`config.mk`:
```
export PLATFORM = sky130hd
export DESIGN_NAME = sksr_port
export DESIGN_NICKNAME = d
export VERILOG_FILES = /design/src/pkg/sksr_pkg.sv /design/src/hdl/sksr_port.sv /design/src/hdl/sksr_spi_byte.sv
export VERILOG_INCLUDE_DIRS = /design/src /design/src/pkg
export SDC_FILE = /design/constraint.sdc
export NUM_CORES = 1
export LEC_CHECK = 0
export ABC_AREA = 1
export BUFFER_PORTS_ARGS = -buffer_cell sky130_fd_sc_hd__clkbuf_2
export CAP_MARGIN = 30
export CORE_AREA = 8 8 117 119
export CTS_CLUSTER_DIAMETER = 100
export DETAILED_ROUTE_END_ITERATION = 8
export DIE_AREA = 0 0 125 127
export PLACE_DENSITY = 0.79
export SLEW_MARGIN = 30
export SYNTH_ARGS = -nofsm -noshare
export SYNTH_HDL_FRONTEND = slang
export SYNTH_HIERARCHICAL = 1
export SYNTH_SLANG_ARGS = --single-unit
```
`constraint.sdc`:
```
create_clock -name clk_sys -period 2.1 [get_ports clk_sys]
set_input_delay 0 -clock clk_sys [delete_from_list [all_inputs] [get_ports clk_sys]]
set_output_delay 0 -clock clk_sys [all_outputs]
set_load 0.02 [all_outputs]
```
`src/pkg/sksr_cfg.svh`:
```
// Constants of the serial key sensor port: codes, bit positions, times.
`ifndef SKSR_CFG_SVH
`define SKSR_CFG_SVH

`define SKSR_CLK_MHZ 125
`define SKSR_BYTE_W 8

`define SKSR_CMD_NULL 8'h00
`define SKSR_CMD_SETUPS 8'h01
`define SKSR_CMD_STATUS 8'h05
`define SKSR_CMD_FIRST_KEY 8'h06
`define SKSR_CMD_EEPROM_CRC 8'h0E
`define SKSR_CMD_LAST 8'h0F

`define SKSR_RESP_SETUPS 8'hFE
`define SKSR_RESP_NO_KEY 8'h1F
`define SKSR_CRC_POLY 8'h07
`define SKSR_CRC_INIT 8'h00

`define SKSR_STAT_COMM_ERR 6
`define SKSR_STAT_ANY_ERR 6
`define SKSR_STAT_FMEA 5
`define SKSR_STAT_CAL_FAIL 2

`define SKSR_T_READY_LOW_MIN_NS 1000
`define SKSR_T_RESET_LOW_US 1000
`define SKSR_T_LONG_BUSY_MS 20
`define SKSR_T_BYTE_TIMEOUT_MS 100

`endif

```
`src/pkg/sksr_pkg.sv`:
```
// Types of the serial key sensor port.
package sksr_pkg;
	typedef enum logic [1:0] {
		RDY_RESET,
		RDY_IDLE,
		RDY_BUSY
	} ready_state_e;

	typedef logic [7:0] byte_t;
endpackage

```
`src/hdl/sksr_port.sv`:
```
// Serial slave port with ready handshake and command responses.
`timescale 1ns/10ps
`include "sksr_cfg.svh"
// Functional notes
// RQ1: Slave only; bytes move on host clocks
// RQ2: Every command answered; status carries check byte (code answers unknown codes with null, sets comm error)
// RQ3: Host resyncs with last-command query until complement
// RQ4: Host polls no faster than 10 ms
// RQ5: Host uses first-key command in run
// RQ6: Ready open-drain, high idle, low busy
// RQ7: Ready drops after each received byte
// RQ8: Ready goes low within 40 us
// RQ9: Eeprom and setups commands release within 25 ms
// RQ10: Others release within 2 ms / 40 us
// RQ11: Low pulse 1 us; after reset 1 ms
// RQ12: Clock idles high; out falling, in rising
// RQ13: Host frames bytes with slave select low
// RQ14: Data output floats while select high
// RQ15: Host clocks nulls to fetch responses
// RQ16: Commands during intermediate response bytes ignored
// RQ17: Unknown command: release ready, set comm error
// RQ18: 100 ms byte gap abandons command silently
// RQ19: Multi-byte values least significant byte first
// RQ20: Byte is eight bits, MSB first
module sksr_port
#(
	parameter int RESET_LOW_CYC = `SKSR_T_RESET_LOW_US * `SKSR_CLK_MHZ,
	parameter int LONG_BUSY_CYC = `SKSR_T_LONG_BUSY_MS * 1000 * `SKSR_CLK_MHZ,
	parameter int BYTE_TIMEOUT_CYC = `SKSR_T_BYTE_TIMEOUT_MS * 1000 * `SKSR_CLK_MHZ
)
(
	// Clock and reset
	input wire logic clk_sys,
	input wire logic rst,
	// Serial pins
	input wire logic sck,
	input wire logic ssN,
	input wire logic mosi,
	output logic misoOut,
	output logic misoOeN,
	// Ready handshake pin, open drain
	input wire logic transferReadyIn,
	output logic transferReadyOut,
	output logic transferReadyOeN,
	// Sensing engine state
	input wire logic [7:0] sensorStatus,
	input wire logic [7:0] firstKeyReport,
	// Last command seen, for the sensing engine
	output logic [7:0] lastCommand
);
	localparam int LOW_MIN_CYC = (`SKSR_T_READY_LOW_MIN_NS * `SKSR_CLK_MHZ + 999) / 1000;
	localparam int CNT_W = 24;

	function automatic logic [7:0] crc8Step(input logic [7:0] crc, input logic [7:0] data);
		logic [7:0] c;
		c = crc ^ data;
		for (int i = 0; i < 8; i++)
		begin
			c = c[7] ? ({c[6:0], 1'b0} ^ `SKSR_CRC_POLY) : {c[6:0], 1'b0};
		end
		return c;
	endfunction

	logic [7:0] rxByte, txByte;
	logic rxValid;
	sksr_pkg::ready_state_e readyStateReg, readyStateNext;
	logic [CNT_W-1:0] busyCntReg, busyCntNext, gapCntReg, gapCntNext;
	logic [7:0] resp0Reg, resp0Next, resp1Reg, resp1Next;
	logic [1:0] respCntReg, respCntNext;
	logic [7:0] lastCmdReg, lastCmdNext;
	logic commErrReg, commErrNext, readyOeNReg, readyOeNNext;
	logic [7:0] statusByte;
	logic intermediate;

	sksr_spi_byte u_byte
	(
		.clk_sys(clk_sys),
		.rst(rst),
		.sck(sck),
		.ssN(ssN),
		.mosi(mosi),
		.misoOut(misoOut),
		.misoOeN(misoOeN),
		.txByte(txByte),
		.rxByte(rxByte),
		.rxValid(rxValid)
	);

	// Idle output carries zero bytes; responses only leave on host clocks
	assign txByte = (respCntReg != 2'd0) ? resp0Reg : `SKSR_CMD_NULL; // see RQ1 see RQ15
	assign statusByte = {sensorStatus[7], commErrReg, sensorStatus[5:0]};
	assign intermediate = respCntReg > 2'd1;

	always_comb
	begin
		readyStateNext = readyStateReg;
		busyCntNext = busyCntReg;
		gapCntNext = gapCntReg;
		resp0Next = resp0Reg;
		resp1Next = resp1Reg;
		respCntNext = respCntReg;
		lastCmdNext = lastCmdReg;
		commErrNext = commErrReg;
		unique case (readyStateReg)
			sksr_pkg::RDY_RESET:
			begin
				if (busyCntReg == CNT_W'(RESET_LOW_CYC - 1)) // see RQ11
				begin
					readyStateNext = sksr_pkg::RDY_IDLE;
				end
				else
				begin
					busyCntNext = busyCntReg + 1'b1;
				end
			end
			sksr_pkg::RDY_IDLE:
			begin
				busyCntNext = '0;
			end
			sksr_pkg::RDY_BUSY:
			begin
				if (busyCntReg == '0)
				begin
					readyStateNext = sksr_pkg::RDY_IDLE;
				end
				else
				begin
					busyCntNext = busyCntReg - 1'b1;
				end
			end
		endcase
		// Pending answer dropped after a long byte gap
		if (respCntReg == 2'd0 || rxValid)
		begin
			gapCntNext = '0;
		end
		else if (gapCntReg == CNT_W'(BYTE_TIMEOUT_CYC - 1))
		begin
			respCntNext = 2'd0; // see RQ18
			gapCntNext = '0;
		end
		else
		begin
			gapCntNext = gapCntReg + 1'b1;
		end
		if (rxValid && readyStateReg != sksr_pkg::RDY_RESET)
		begin
			// Each byte pulls ready low for at least the minimum
			readyStateNext = sksr_pkg::RDY_BUSY; // see RQ7 see RQ8
			busyCntNext = CNT_W'(LOW_MIN_CYC - 1); // see RQ10 see RQ11
			if (respCntReg != 2'd0)
			begin
				resp0Next = resp1Reg;
				respCntNext = respCntReg - 2'd1;
			end
			if (!intermediate && rxByte != `SKSR_CMD_NULL) // see RQ16
			begin
				lastCmdNext = rxByte;
				respCntNext = 2'd1; // see RQ2
				unique case (rxByte)
					`SKSR_CMD_LAST:
					begin
						resp0Next = ~lastCmdReg; // see RQ3
						if (lastCmdReg == `SKSR_CMD_LAST)
						begin
							commErrNext = 1'b0;
						end
					end
					`SKSR_CMD_STATUS:
					begin
						// Check byte folds in the command code first
						resp0Next = statusByte; // see RQ19
						resp1Next = crc8Step(crc8Step(`SKSR_CRC_INIT, rxByte), statusByte);
						respCntNext = 2'd2; // see RQ2
					end
					`SKSR_CMD_FIRST_KEY:
					begin
						resp0Next = firstKeyReport;
						resp0Next[`SKSR_STAT_ANY_ERR] = firstKeyReport[`SKSR_STAT_ANY_ERR]
							| commErrReg;
					end
					`SKSR_CMD_EEPROM_CRC, `SKSR_CMD_SETUPS:
					begin
						resp0Next = (rxByte == `SKSR_CMD_SETUPS) ? `SKSR_RESP_SETUPS
							: `SKSR_CRC_INIT;
						busyCntNext = CNT_W'(LONG_BUSY_CYC - 1); // see RQ9
					end
					default:
					begin
						// Unknown code: short low pulse, then release
						respCntNext = 2'd0;
						commErrNext = 1'b1; // see RQ17
					end
				endcase
			end
		end
		readyOeNNext = readyStateNext == sksr_pkg::RDY_IDLE; // see RQ6
	end

	always_ff @(posedge clk_sys)
	begin
		if (rst)
		begin
			readyStateReg <= sksr_pkg::RDY_RESET;
			busyCntReg <= '0;
			gapCntReg <= '0;
			resp0Reg <= 8'h00;
			resp1Reg <= 8'h00;
			respCntReg <= 2'd0;
			lastCmdReg <= 8'h00;
			commErrReg <= 1'b0;
			readyOeNReg <= 1'b0;
		end
		else
		begin
			readyStateReg <= readyStateNext;
			busyCntReg <= busyCntNext;
			gapCntReg <= gapCntNext;
			resp0Reg <= resp0Next;
			resp1Reg <= resp1Next;
			respCntReg <= respCntNext;
			lastCmdReg <= lastCmdNext;
			commErrReg <= commErrNext;
			readyOeNReg <= readyOeNNext;
		end
	end

	// Open drain: only ever pulls low
	logic readyOutReg;
	always_ff @(posedge clk_sys)
	begin
		readyOutReg <= 1'b0;
	end

	assign transferReadyOut = readyOutReg;
	assign transferReadyOeN = readyOeNReg;
	assign lastCommand = lastCmdReg;
endmodule // sksr_port

```
`src/hdl/sksr_spi_byte.sv`:
```
// Byte shifter of the serial port, sampled by the system clock.
`timescale 1ns/10ps
module sksr_spi_byte
(
	// Clock and reset
	input wire logic clk_sys,
	input wire logic rst,
	// Serial pins
	input wire logic sck,
	input wire logic ssN,
	input wire logic mosi,
	output logic misoOut,
	output logic misoOeN,
	// Byte side
	input wire logic [7:0] txByte,
	output logic [7:0] rxByte,
	output logic rxValid
);
	logic [2:0] sckSyncReg, ssSyncReg, sckSyncNext, ssSyncNext;
	logic [1:0] mosiSyncReg, mosiSyncNext;
	logic [7:0] txShiftReg, txShiftNext, rxShiftReg, rxShiftNext;
	logic [7:0] rxByteReg, rxByteNext;
	logic [3:0] bitCntReg, bitCntNext;
	logic rxValidReg, rxValidNext, misoReg, misoNext, oeNReg, oeNNext;
	logic sckRise, sckFall, ssFall, ssLow;

	// Stage 0 feeds stage 1 only; edges come from stages 1 and 2
	assign sckRise = sckSyncReg[1] & ~sckSyncReg[2];
	assign sckFall = ~sckSyncReg[1] & sckSyncReg[2];
	assign ssFall = ~ssSyncReg[1] & ssSyncReg[2];
	assign ssLow = ~ssSyncReg[1];

	always_comb
	begin
		sckSyncNext = {sckSyncReg[1:0], sck};
		ssSyncNext = {ssSyncReg[1:0], ssN};
		mosiSyncNext = {mosiSyncReg[0], mosi};
		txShiftNext = txShiftReg;
		rxShiftNext = rxShiftReg;
		rxByteNext = rxByteReg;
		bitCntNext = bitCntReg;
		rxValidNext = 1'b0;
		misoNext = misoReg;
		oeNNext = ~ssLow; // see RQ14
		if (ssFall)
		begin
			txShiftNext = txByte;
			bitCntNext = 4'h0;
		end
		else if (ssLow)
		begin
			if (sckFall)
			begin
				misoNext = txShiftReg[7]; // see RQ12 see RQ20
				txShiftNext = {txShiftReg[6:0], 1'b0};
			end
			if (sckRise && bitCntReg < 4'h8)
			begin
				rxShiftNext = {rxShiftReg[6:0], mosiSyncReg[1]}; // see RQ12
				bitCntNext = bitCntReg + 4'h1;
				if (bitCntReg == 4'h7)
				begin
					rxByteNext = {rxShiftReg[6:0], mosiSyncReg[1]}; // see RQ20
					rxValidNext = 1'b1;
				end
			end
		end
	end

	always_ff @(posedge clk_sys)
	begin
		if (rst)
		begin
			sckSyncReg <= 3'h7;
			ssSyncReg <= 3'h7;
			mosiSyncReg <= 2'h0;
			txShiftReg <= 8'h00;
			rxShiftReg <= 8'h00;
			rxByteReg <= 8'h00;
			bitCntReg <= 4'h0;
			rxValidReg <= 1'b0;
			misoReg <= 1'b0;
			oeNReg <= 1'b1;
		end
		else
		begin
			sckSyncReg <= sckSyncNext;
			ssSyncReg <= ssSyncNext;
			mosiSyncReg <= mosiSyncNext;
			txShiftReg <= txShiftNext;
			rxShiftReg <= rxShiftNext;
			rxByteReg <= rxByteNext;
			bitCntReg <= bitCntNext;
			rxValidReg <= rxValidNext;
			misoReg <= misoNext;
			oeNReg <= oeNNext;
		end
	end

	assign misoOut = misoReg;
	assign misoOeN = oeNReg;
	assign rxByte = rxByteReg;
	assign rxValid = rxValidReg;
endmodule // sksr_spi_byte

```
==> impl_metrics.py <==
metrics = {
    "power": {
        "powerDensity_mw_per_mm2": 643.4,
        "total_power_mw": 5.499,
        "p_leak_nw": 3.885,
        "peakVddDrop_mv": 0.7812,
    },
    "synthesis": {
        "syn_area_per_cell_um2": 6.324,
        "post-synth-top-area-cell": "dfxtp_1",
        "synth_cell_types": 46,
        "synthTopCellsByArea": "dfxtp_1 (32%), nand2_1 (16%), nand3_1 (8.1%)",
        "ys_seq_area_share_pct": 32.33,
        "yosysTopAreaCellShare_pct": 32.33,
        "syn-num-nets": 1158,
        "ys_ff_latch": 115,
        "synth_area_mm2": 0.007121,
        "synthCells": 1126,
        "synth_ff_type": "dfxtp_1",
        "yosysWarningCount": 6,
        "synthArstFlopShare_pct": 0,
        "synth-edff-count": 0,
        "yosysMostFrequentCell": "nand2_1",
        "netlist_top_cells_count": "nand2_1 (305), nor2_1 (138), inv_1 (123), dfxtp_1 (115), nand3_1 (115)",
    },
    "clock_tree": {
        "cts_tree": "built",
        "clockBufferDepth": 2,
        "cts-htree-levels": 4,
        "clock-sinks": 115,
        "clock_latency_ns": 0.42,
        "cts_inserted_buffers": 17,
        "cts_root_buf": "clkbuf_16",
        "clk_pin_slew_worst_paths_ns": 0.05,
    },
    "die": {
        "dieArea_mm2": 0.01588,
        "initial_core_util_pct": 60.29,
        "die_w_um": 125,
        "core-area_mm2": 0.01181,
        "ioPinCount": 34,
        "row_count": 40,
        "die_y_um": 127,
    },
    "job": {
        "maxCapViolCount": 0,
    },
    "setup_path": {
        "crit_fanout": 33,
        "end_kind": "flop",
        "r2r_slack_ns": 0.1,
        "crit_type": "reg2reg",
        "worst_path_max_delay_cell": "dfxtp_4",
        "critPathTopFamily": "simple AND/OR/NAND/NOR gates",
        "reg2reg_from": "readyStateReg[1]",
        "critPathLaunchType": "flop",
        "reg2reg_depth": 11,
        "r2r-end": "busyCntReg[9]",
        "worstPathCellList": "buf_12, nand2_4, buf_12, nand2_1, nand2_1, buf_4, o21ai_0, nand3_1, nand2_2, xor2_1, nor4_1",
        "cp.required_ns": 2.39,
        "critPathArrivalTime_ns": 2.29,
        "path_buf_inv": 3,
        "timing.critical_path.slowest_cell_delay_ns": 0.37,
    },
    "sta": {
        "timing.hold.ws_ns": 0.01873,
        "finalSetupViolCount": 0,
        "clock.fmax_mhz": 499.7,
        "finClkSkew_ns": 0.005701,
        "finalCriticalPeriod_ns": 2.001,
        "period_share_pct": 95.30,
        "slew_violations": 0,
        "hold_violations": 0,
        "worst_slack_ns": 0.09873,
        "worstMarginPinSlew_ns": 0.7186,
        "maxSlewHeadroom_pct": 52.04,
    },
    "placement": {
        "routabilityCongestion": 0.9720,
        "io_buffers": 30,
        "dp_slack_ns": -0.0007248,
        "dp_hpwl_um": 14670,
    },
    "worst_hold_path": {
        "min_path_cells": 5,
        "hold_path_class": "in2reg",
        "min_from": "firstKeyReport[7]",
        "min_to": "resp0Reg[7]",
    },
    "global_route": {
        "grt_pass1_wl_um": 32830,
        "grt_max_degree": 34,
        "gr-total-overflow": 0,
        "grt_pass1_vias": 6863,
        "globalRouteTotalUtil_pct": 25.25,
        "antenna_found_initial": 0,
    },
    "finish": {
        "layout-drive-gt1-share_pct": 15.59,
        "fin_nets": 1231,
        "syn2layout_area_growth_pct": 20.03,
        "diodes": 0,
        "post-route-util_pct": 72.36,
    },
    "detailed_routing": {
        "wl_um": 20040,
        "wl_per_cell_um": 14.74,
        "drt_first_pass_iters": 5,
        "drc_errors": 0,
        "initialDrtViolationCount": 697,
        "drtAntennaViolNets": 0,
        "dr_total_vias": 7416,
        "via_per_inst": 5.457,
    },
    "status": {
        "status": "complete, no violations",
    },
}
placed cells by master (no fill, tap or decap), types with 5 or more instances in the layout:
cell type	synthesis	routed
dfxtp_1	115	110
a211oi_1	6	6
nor3b_1	8	8
nor2_2	3	22
nand2_1	305	289
or2_2	7	7
a31oi_1	11	11
xnor2_1	10	9
inv_1	123	123
xor2_1	26	26
nor2_1	138	116
clkbuf_16	0	17
nor2_4	6	9
nand4_1	29	29
clkbuf_2	0	30
a21oi_1	63	63
nand2_2	2	18
dlygate4sd3_1	0	11
o22ai_1	5	5
inv_2	9	9
nand3_1	115	113
nor3_1	13	13
clkinv_2	1	5
buf_4	5	39
o21ai_0	54	54
ha_1	10	10
cell families after synthesis:
| logic type | Yosys count | share of synthesized area [%] |
|---|---|---|
| and+or+nand+nor | 647 | 40.49 |
| buffers and inverters | 164 | 9.260 |
| AOI/OAI and AO/OA | 153 | 11.69 |
| DFF | 115 | 32.33 |
| xor gates and xnor gates | 36 | 4.428 |
| adders and majority gates | 10 | 1.757 |
| other | 1 | 0.05266 |
worst min-delay path, cell delays in order:
cell,delay [ns]
clkbuf_2,0.08
a211oi_1,0.11
nand2_1,0.08
nand4_1,0.06
o21ai_0,0.07
per-layer routing:
layer / up-vias / GRT usage (%) / share of wire [%]
met3: 20 / 6.739 / 7.4
met1: 3348 / 33.69 / 46
met5: - / 0 / 0
met2: 251 / 38.80 / 45
li1: 3797 / - / -
met4: 0 / 8.166 / 1.3
sequential cells by signal (all words and copies together) (netlist names), named ones only:
signal,count
u_byte/mosiSyncReg,2
u_byte/txShiftReg,8
u_byte/ssSyncReg,3
gapCntReg,24
u_byte/sckSyncReg,3
transferReadyOeN,1
lastCommand,8
u_byte/rxValid,1
commErrReg,1
u_byte/rxShiftReg,7
resp0Reg,8
u_byte/bitCntReg,4
u_byte/rxByte,8
readyStateReg,2
resp1Reg,8
u_byte/misoOut,1
busyCntReg,24
where the power goes:
group          internal [mW]  switching, mW
combinational         0.0911          0.151
clock                   2.01           1.03
sequential              2.20         0.0192
total                   4.30           1.20
final cells by class:
| cell class | count | area, µm² |
|---|---|---|
| clock buffer | 22 | 454.2 |
| clock inverter | 10 | 156.4 |
| multi-input combinational | 847 | 4302 |
| inverter | 134 | 506.7 |
| fill | 1019 | 3264 |
| sequential | 115 | 2311 |
| tap | 147 | 183.9 |
| timing repair buffer | 84 | 633.1 |
through the flow:
stage	area (µm²)	setup TNS (ns)	cells
CTS	8356	0	1354
floorplan	7121	0	1126
finish	8547	0	1359
global route	8547	-0.1131	1359
global placement	7617	-0.0006122	1310
detailed placement	7617	-0.0007248	1310
repair_timing:
item,CTS,global route
buffers inserted,1,5
hold buffers,11,0
pin swaps,1,11
endpoints found under the setup margin,3,38
gates resized for setup,2,51
hold endpoints to repair,17,0
how the worst max path moves through the flow:
| stage | startpoint | end | slack, ns | cells after the start |
|---|---|---|---|---|
| finish | readyStateReg[1] | busyCntReg[9] | 0.1 | 11 |
| detailed placement | readyStateReg[1] | busyCntReg[18] | -0.0007 | 13 |
| global route | readyStateReg[1] | busyCntReg[15] | -0.04 | 14 |
| floorplan | readyStateReg[1] | busyCntReg[23] | 0.16 | 13 |
| global placement | readyStateReg[1] | busyCntReg[18] | -0.0006 | 13 |
| CTS | readyStateReg[1] | busyCntReg[23] | 0.02 | 11 |
(Power assumes the default switching activity.)
